[src/pattern_params.svh]
// Constants for the timed pattern output block: offsets, fields, reset values
`ifndef PATTERN_PARAMS_SVH
`define PATTERN_PARAMS_SVH
`define ADDR_W 24
`define IDX_W 22
`define IDX_ENABLE_LOW 22'h0FFFA0
`define IDX_ENABLE_HIGH 22'h0FFFA1
`define IDX_TRIGGER_SELECT 22'h0FFFA2
`define IDX_NEXT_LOW 22'h0FFFA5
`define IDX_NEXT_HIGH 22'h0FFFA4
`define IDX_NEXT_GROUP2 22'h0FFFA6
`define IDX_PORT_A_DATA 22'h0FFFA8
`define IDX_PORT_B_DATA 22'h0FFFA9
`define GROUP_W 4
`define SEL_W 2
`define SEL_CH2 2'h2
`define ENABLE_RESET 8'h00
`define TRIGGER_SELECT_RESET 8'hFF
`define NEXT_DATA_RESET 8'h00
`define PORT_DATA_RESET 8'h00
`define RESERVED_ONES 4'hF
`define ALL_ONES 8'hFF
`endif

[src/pattern_pkg.sv]
// Types shared by the timed pattern output block
`include "pattern_params.svh"
package pattern_pkg;
   typedef struct packed {
      logic psel;
      logic penable;
      logic pwrite;
      logic [`ADDR_W-1:0] paddr;
      logic [31:0] pwdata;
   } apb_req_s;

   typedef struct packed {
      logic [31:0] prdata;
      logic pready;
      logic pslverr;
   } apb_rsp_s;

   typedef struct packed {
      logic [7:0] enable_low;
      logic [7:0] enable_high;
      logic [7:0] trigger_select;
      logic [7:0] next_low;
      logic [7:0] next_high;
      logic [7:0] port_a;
      logic [7:0] port_b;
   } regs_s;

   typedef struct packed {
      logic standby_meta;
      logic standby_sync;
      regs_s regs;
      logic [31:0] prdata;
      logic pslverr;
   } state_s;
endpackage : pattern_pkg

[src/pulse_pattern.sv]
// Timed pattern output: next-data transfer into port data on compare match
`timescale 1ns/100ps
`include "pattern_params.svh"
// Contract
// - Enabled port A bit takes its next-data bit when its group trigger fires.
// - Disabled port A bit is not updated by a trigger; output holds.
// - Low enable bit n gates next-data bit n into port A bit n.
// - Low enable register clears on reset and hardware standby only.
// - Enabled port B bit takes upper next-data bit when its group trigger fires.
// - Disabled port B bit is skipped on a trigger; output holds.
// - High enable bit n gates next-data bit n+8 into port B bit n.
// - High enable register clears on reset and hardware standby only.
// - Trigger select sets to all ones on reset and hardware standby only.
// - Select fields: 7-6 group 3, 5-4 group 2, 3-2 group 1, 1-0 group 0.
// - Field 00 picks channel 0, 01 channel 1, 10 and 11 channel 2.
// - Split triggers: group 2 next data in low nibble at second address, top reads ones.
// - Port B bits enabled for pulse output are read-only to software.
// - Before a trigger, an enabled output shows its current port data.
module pulse_pattern
(
   input wire logic clock,
   input wire logic rst,
   input wire logic hw_standby,
   input wire pattern_pkg::apb_req_s apb_in,
   output pattern_pkg::apb_rsp_s apb_out,
   input wire logic [2:0] compare_match,
   output logic [15:0] pulse_out
);
   localparam pattern_pkg::regs_s RESET_REGS = '{
      enable_low: `ENABLE_RESET,
      enable_high: `ENABLE_RESET,
      trigger_select: `TRIGGER_SELECT_RESET,
      next_low: `NEXT_DATA_RESET,
      next_high: `NEXT_DATA_RESET,
      port_a: `PORT_DATA_RESET,
      port_b: `PORT_DATA_RESET
   };
   localparam pattern_pkg::state_s RESET_STATE = '{
      standby_meta: 1'b0,
      standby_sync: 1'b0,
      regs: RESET_REGS,
      prdata: 32'h00000000,
      pslverr: 1'b0
   };

   pattern_pkg::state_s state;
   pattern_pkg::state_s next_state;
   logic [3:0] group_fire;
   logic [3:0][1:0] group_channel;
   logic [15:0] en16;
   logic [15:0] nd16;
   logic [15:0] pd16;
   logic [15:0] fire16;
   logic [15:0] upd16;
   logic [`IDX_W-1:0] idx;
   logic aligned;
   logic setup_phase;
   logic wr_access;
   logic same_upper;
   logic [8:0] read_result;

   trigger_route route
   (
      .trigger_select(state.regs.trigger_select),
      .compare_match(compare_match),
      .group_fire(group_fire),
      .group_channel(group_channel)
   );

   // Returns {mapped, byte}; reserved nibbles read as ones
   function automatic logic [8:0] read_reg(input logic [`IDX_W-1:0] i,
                                           input pattern_pkg::regs_s r,
                                           input logic same);
      case (i)
         `IDX_ENABLE_LOW: read_reg = {1'b1, r.enable_low};
         `IDX_ENABLE_HIGH: read_reg = {1'b1, r.enable_high};
         `IDX_TRIGGER_SELECT: read_reg = {1'b1, r.trigger_select};
         `IDX_NEXT_LOW: read_reg = {1'b1, r.next_low};
         `IDX_NEXT_HIGH:
            read_reg = same ? {1'b1, r.next_high} : {1'b1, r.next_high[7:4], `RESERVED_ONES};
         `IDX_NEXT_GROUP2:
            read_reg = same ? {1'b1, `ALL_ONES} : {1'b1, `RESERVED_ONES, r.next_high[3:0]};
         `IDX_PORT_A_DATA: read_reg = {1'b1, r.port_a};
         `IDX_PORT_B_DATA: read_reg = {1'b1, r.port_b};
         default: read_reg = 9'h000;
      endcase
   endfunction : read_reg

   assign en16 = {state.regs.enable_high, state.regs.enable_low};
   assign nd16 = {state.regs.next_high, state.regs.next_low};
   assign pd16 = {state.regs.port_b, state.regs.port_a};
   assign fire16 = {{`GROUP_W{group_fire[3]}}, {`GROUP_W{group_fire[2]}},
                    {`GROUP_W{group_fire[1]}}, {`GROUP_W{group_fire[0]}}};
   assign upd16 = en16 & fire16;
   assign idx = apb_in.paddr[`ADDR_W-1:2];
   assign aligned = (apb_in.paddr[1:0] == 2'h0);
   assign setup_phase = apb_in.psel && !apb_in.penable;
   // Zero wait states, so every access phase completes at its first edge
   assign wr_access = apb_in.psel && apb_in.penable && apb_in.pwrite && aligned;
   // Channel equality, not code equality: 10 and 11 are one trigger
   assign same_upper = (group_channel[3] == group_channel[2]);
   assign read_result = aligned ? read_reg(idx, state.regs, same_upper) : 9'h000;

   always_comb
   begin
      logic [7:0] wdata;
      logic [15:0] pd_mid;
      wdata = apb_in.pwdata[7:0];
      pd_mid = 16'h0000;
      next_state = state;
      next_state.standby_meta = hw_standby;
      next_state.standby_sync = state.standby_meta;
      if (setup_phase)
      begin
         next_state.pslverr = !read_result[8];
         next_state.prdata = apb_in.pwrite ? 32'h00000000 : {24'h000000, read_result[7:0]};
      end
      if (wr_access)
      begin
         case (idx)
            `IDX_ENABLE_LOW: next_state.regs.enable_low = wdata;
            `IDX_ENABLE_HIGH: next_state.regs.enable_high = wdata;
            `IDX_TRIGGER_SELECT: next_state.regs.trigger_select = wdata;
            `IDX_NEXT_LOW: next_state.regs.next_low = wdata;
            `IDX_NEXT_HIGH:
            begin
               next_state.regs.next_high[7:4] = wdata[7:4];
               if (same_upper)
                  next_state.regs.next_high[3:0] = wdata[3:0];
            end
            `IDX_NEXT_GROUP2:
            begin
               if (!same_upper)
                  next_state.regs.next_high[3:0] = wdata[3:0];
            end
            `IDX_PORT_A_DATA:
               next_state.regs.port_a = (state.regs.port_a & state.regs.enable_low)
                                      | (wdata & ~state.regs.enable_low);
            `IDX_PORT_B_DATA:
               next_state.regs.port_b = (state.regs.port_b & state.regs.enable_high)
                                      | (wdata & ~state.regs.enable_high);
            default: next_state.regs = next_state.regs;
         endcase
      end
      // The transfer uses next data as it stood before any write in this cycle
      pd_mid = {next_state.regs.port_b, next_state.regs.port_a};
      pd_mid = (pd_mid & ~upd16) | (nd16 & upd16);
      next_state.regs.port_a = pd_mid[7:0];
      next_state.regs.port_b = pd_mid[15:8];
      if (state.standby_sync)
         next_state.regs = RESET_REGS;
   end

   always_ff @(posedge clock)
   begin
      if (rst)
         state <= RESET_STATE;
      else
         state <= next_state;
   end

   // Pins follow port data directly, so a fresh enable shows old data first
   assign pulse_out = pd16;
   // One driver for the whole response struct
   assign apb_out = '{prdata: state.prdata, pready: 1'b1, pslverr: state.pslverr};

   logic any_write;
   logic quiet;
   assign any_write = apb_in.psel && apb_in.penable && apb_in.pwrite;
   assign quiet = !any_write && !state.standby_sync;
endmodule : pulse_pattern

[src/trigger_route.sv]
// Routes the three compare-match strobes to the four output groups
`timescale 1ns/100ps
`include "pattern_params.svh"
module trigger_route
(
   input wire logic [7:0] trigger_select,
   input wire logic [2:0] compare_match,
   output logic [3:0] group_fire,
   output logic [3:0][1:0] group_channel
);
   // Codes 10 and 11 both pick channel 2
   function automatic logic [1:0] channel_of(input logic [1:0] sel);
      channel_of = sel[1] ? `SEL_CH2 : sel;
   endfunction : channel_of

   always_comb
   begin
      for (int g = 0; g < 4; g++)
      begin
         group_channel[g] = channel_of(trigger_select[g*`SEL_W +: `SEL_W]);
         group_fire[g] = compare_match[group_channel[g]];
      end
   end
endmodule : trigger_route
[config.mk]
export PLATFORM = sky130hd
export DESIGN_NAME = pulse_pattern
export DESIGN_NICKNAME = d
export VERILOG_FILES = /design/src/pattern_pkg.sv /design/src/pulse_pattern.sv /design/src/trigger_route.sv
export VERILOG_INCLUDE_DIRS = /design/src /design/src/src
export SDC_FILE = /design/constraint.sdc
export NUM_CORES = 1
export LEC_CHECK = 0
export BUFFER_PORTS_ARGS = -buffer_cell sky130_fd_sc_hd__buf_2
export CAP_MARGIN = 10
export CORE_MARGIN = 10
export CORE_UTILIZATION = 25
export DETAILED_ROUTE_END_ITERATION = 16
export PLACE_DENSITY = 0.44
export SLEW_MARGIN = 20
export SYNTH_ARGS = -nofsm -noshare
export SYNTH_HDL_FRONTEND = slang
export SYNTH_SLANG_ARGS = --single-unit
[constraint.sdc]
create_clock -name clock -period 4.6 [get_ports clock]
set_input_delay 0.92 -clock clock [delete_from_list [all_inputs] [get_ports clock]]
set_output_delay 0.92 -clock clock [all_outputs]
set_load 0.03 [all_outputs]
==> impl_metrics.ini <==
[cts]
post_cts_resize_count = 0
clock_root_cell = sky130_fd_sc_hd__clkbuf_16
cts_max_level = 3
clock_buffer_count_from_cts = 9
tritoncts = built
cts_setup_buffers = 0
clock_tree.buffer_depth = 2
worst_setup_hold_path_clk_slew_ns = 0.06
post_cts_hold_buffer_count = 0
insertion_delay_ns = 0.33
clock_sink_count = 67

[synth]
share_of_the_synthesized_area_in_the_top_cell_type_pct = 33.43
synth.distinct_cells = 52
post-synth-top-count-cell = sky130_fd_sc_hd__dfxtp_1
synthTopCellsByArea = sky130_fd_sc_hd__dfxtp_1, sky130_fd_sc_hd__mux2i_1, sky130_fd_sc_hd__buf_4
synth_flop_cell = sky130_fd_sc_hd__dfxtp_1
postSynthCellCount = 456
synthesis.yosys.warnings = 0
postSynthRegisterBits = 67
synth.cells.most_frequent = sky130_fd_sc_hd__dfxtp_1, sky130_fd_sc_hd__buf_4, sky130_fd_sc_hd__mux2i_1
syn_area_um2 = 4013
share_of_async_settable_or_async_resettable_flops_after_synthesis_pct = 0
synth-edff-count = 0
synth.yosys.seq_area_share_pct = 33.43
post_synth.cell_area_avg_um2 = 8.800
synth_top_area_cell = sky130_fd_sc_hd__dfxtp_1

[timing]
fin_setup_tns_ns = 0
grt_setup_unrepaired = no
fin_crit_ns = 2.823
tightest_slew_ns = 0.9873
finalSetupViolations = 0
share_of_the_clock_period_used_by_the_worst_path_after_layout_pct = 61.37
maxSlewViolCount = 0
finalClockSkew_ns = 0.009236
slew_headroom_pct = 34.18
timing_hold_violations_final = 0
fin_hold_ws_ns = 0.4477
clock.fmax_mhz = 354.2

[hold_path]
worst_hold_path_type = reg2reg

[route]
routed_wire_length_per_instance_um = 17.19
drtIter0Drc = 293
remaining_drc_errors = 0
detail_route.vias_per_cell = 4.736
routed-via-count = 3339
wl_mm = 12.12
route.antenna.remaining_nets = 0
drt-pass1-iter-count = 6

[final_layout]
nNetsFinal = 549
drive_gt1_share_pct = 19.43
nFillCells = 1689
syn2layout_area_growth_pct = 11.29
antenna-diode-count = 0

[pwr]
powerDensity_nw_per_um2 = 303.5
max-vdd-ir-drop_mv = 0.1558
static-leakage-power_nw = 1.975
total_power_w = 0.001355

[placement]
dp_hpwl_mm = 8.910
gp_congestion = 0.7710
numPortBuffers = 65

[critical_path]
critPathSlowestCell = sky130_fd_sc_hd__and4bb_1
cpPeakStageDelay_ns = 0.66
crit_type = in2reg
crit_path_end_kind = register
critical_path.max_fanout = 16
startpoint_type = primary input
path_buf_inv = 1
critical_path_required_ns = 4.81
cpMostUsedCell = sky130_fd_sc_hd__and4bb_1
cpLargestDelayFamily = simple AND/OR/NAND/NOR gates
worstPathArrival_ns = 3.04
cp_cell_sequence = buf_2, and4bb_1, and4bb_1, nand4_2, o311a_1

[global_routing]
grt_max_degree = 49
grt_pass1_wl_mm = 18.91
gr_overflow_total = 0
global_route.usage.total_pct = 11.11
initial_antenna_violation_count = 1
first_global_vias = 3223

[die]
io-pin-count = 115
fp.dieW_um = 146.7
placement_rows = 46
floorplan.die_area_um2 = 21520
core_region_area_um2 = 15830
floorplan.die.height_um = 146.7
floorplan.initialDensity_pct = 25.35

[run]
total_of_max_cap_violations = 0

[run_status]
run_status = completed
## per-layer routing
metal  part of all wire, %  track usage, %
met1                    48           14.49
met2                    45           16.87
met3                   6.6           3.440
met4                   1.3           3.904
met5                 0.058               0
## metrics by stage
| step | util, % | setup WS [ns] | instances | cell area, µm² |
|---|---|---|---|---|
| after floorplan | - | 2.322 | 479 | 4099 |
| after global placement | 26.48 | 1.434 | 689 | 4192 |
| after detailed placement | 26.48 | 1.420 | 689 | 4192 |
| after CTS | 28.21 | 1.767 | 705 | 4466 |
| after global routing | 28.21 | 1.571 | 705 | 4466 |
| final | 28.21 | 1.777 | 705 | 4466 |
## worst min-delay path: cells and delay by family, from the launching register on
kind | cells | cell delay (ns)
AOI/OAI and AO/OA | 1 | 0.05
DFF | 1 | 0.30
and+or+nand+nor | 1 | 0.05
## layout by cell type (no fill, tap or decap), types with 16 or more instances in the layout
cell type                 instances
sky130_fd_sc_hd__o21ai_1         23
sky130_fd_sc_hd__o311a_1         16
sky130_fd_sc_hd__conb_1          25
sky130_fd_sc_hd__nor2_1          39
sky130_fd_sc_hd__a21oi_1         23
sky130_fd_sc_hd__dfxtp_1         67
sky130_fd_sc_hd__a31oi_1         19
sky130_fd_sc_hd__nand2_1         27
sky130_fd_sc_hd__mux2i_1         43
sky130_fd_sc_hd__buf_2           65
sky130_fd_sc_hd__inv_1           16
## cells by family (layout without fill, tap and decap cells)
logic type                Yosys count  count (layout)  synth area share, %
and+or+nand+nor                   123             123                18.58
muxes                              49              49                12.41
xor gates and xnor gates            3               3               0.6549
other                               2              25               0.1872
DFF                                67              67                33.43
AOI/OAI and AO/OA                 124             124                20.52
buffers and inverters              88              98                14.22
## power breakdown
| part | switching, W | total, W | internal (W) |
|---|---|---|---|
| clock network | 0.000252 | 0.000645 | 0.000393 |
| logic | 0.0000961 | 0.000127 | 0.0000314 |
| registers | 0.000000520 | 0.000582 | 0.000582 |
| total | 0.000349 | 0.00136 | 0.00101 |
## area by class of cell
class | count | area, µm² | area share (%)
clock inverter | 2 | 10.01 | 0.2242
clock buffer | 14 | 264.0 | 5.912
timing repair buffer | 66 | 332.8 | 7.453
tap | 216 | 270.3 | 6.052
multi-input combinational | 324 | 2187 | 48.98
inverter | 16 | 60.06 | 1.345
sequential | 67 | 1341 | 30.04
## worst paths after layout
kind	start	to	cells after the start	slack, ns
worst min register to register	apb_out[8]$_SDFFE_PP0P_	apb_out[8]$_SDFFE_PP0P_	2	0.45
worst max register to register	state[72]$_SDFFE_PP1P_	apb_out[2]$_SDFFE_PP0P_	5	2.91
worst max-delay path	apb_in[54]	register	5	1.78
worst min-delay path	apb_out[8]$_SDFFE_PP0P_	apb_out[8]$_SDFFE_PP0P_	2	0.45
Note: power is estimated with default switching activity, not from simulation.
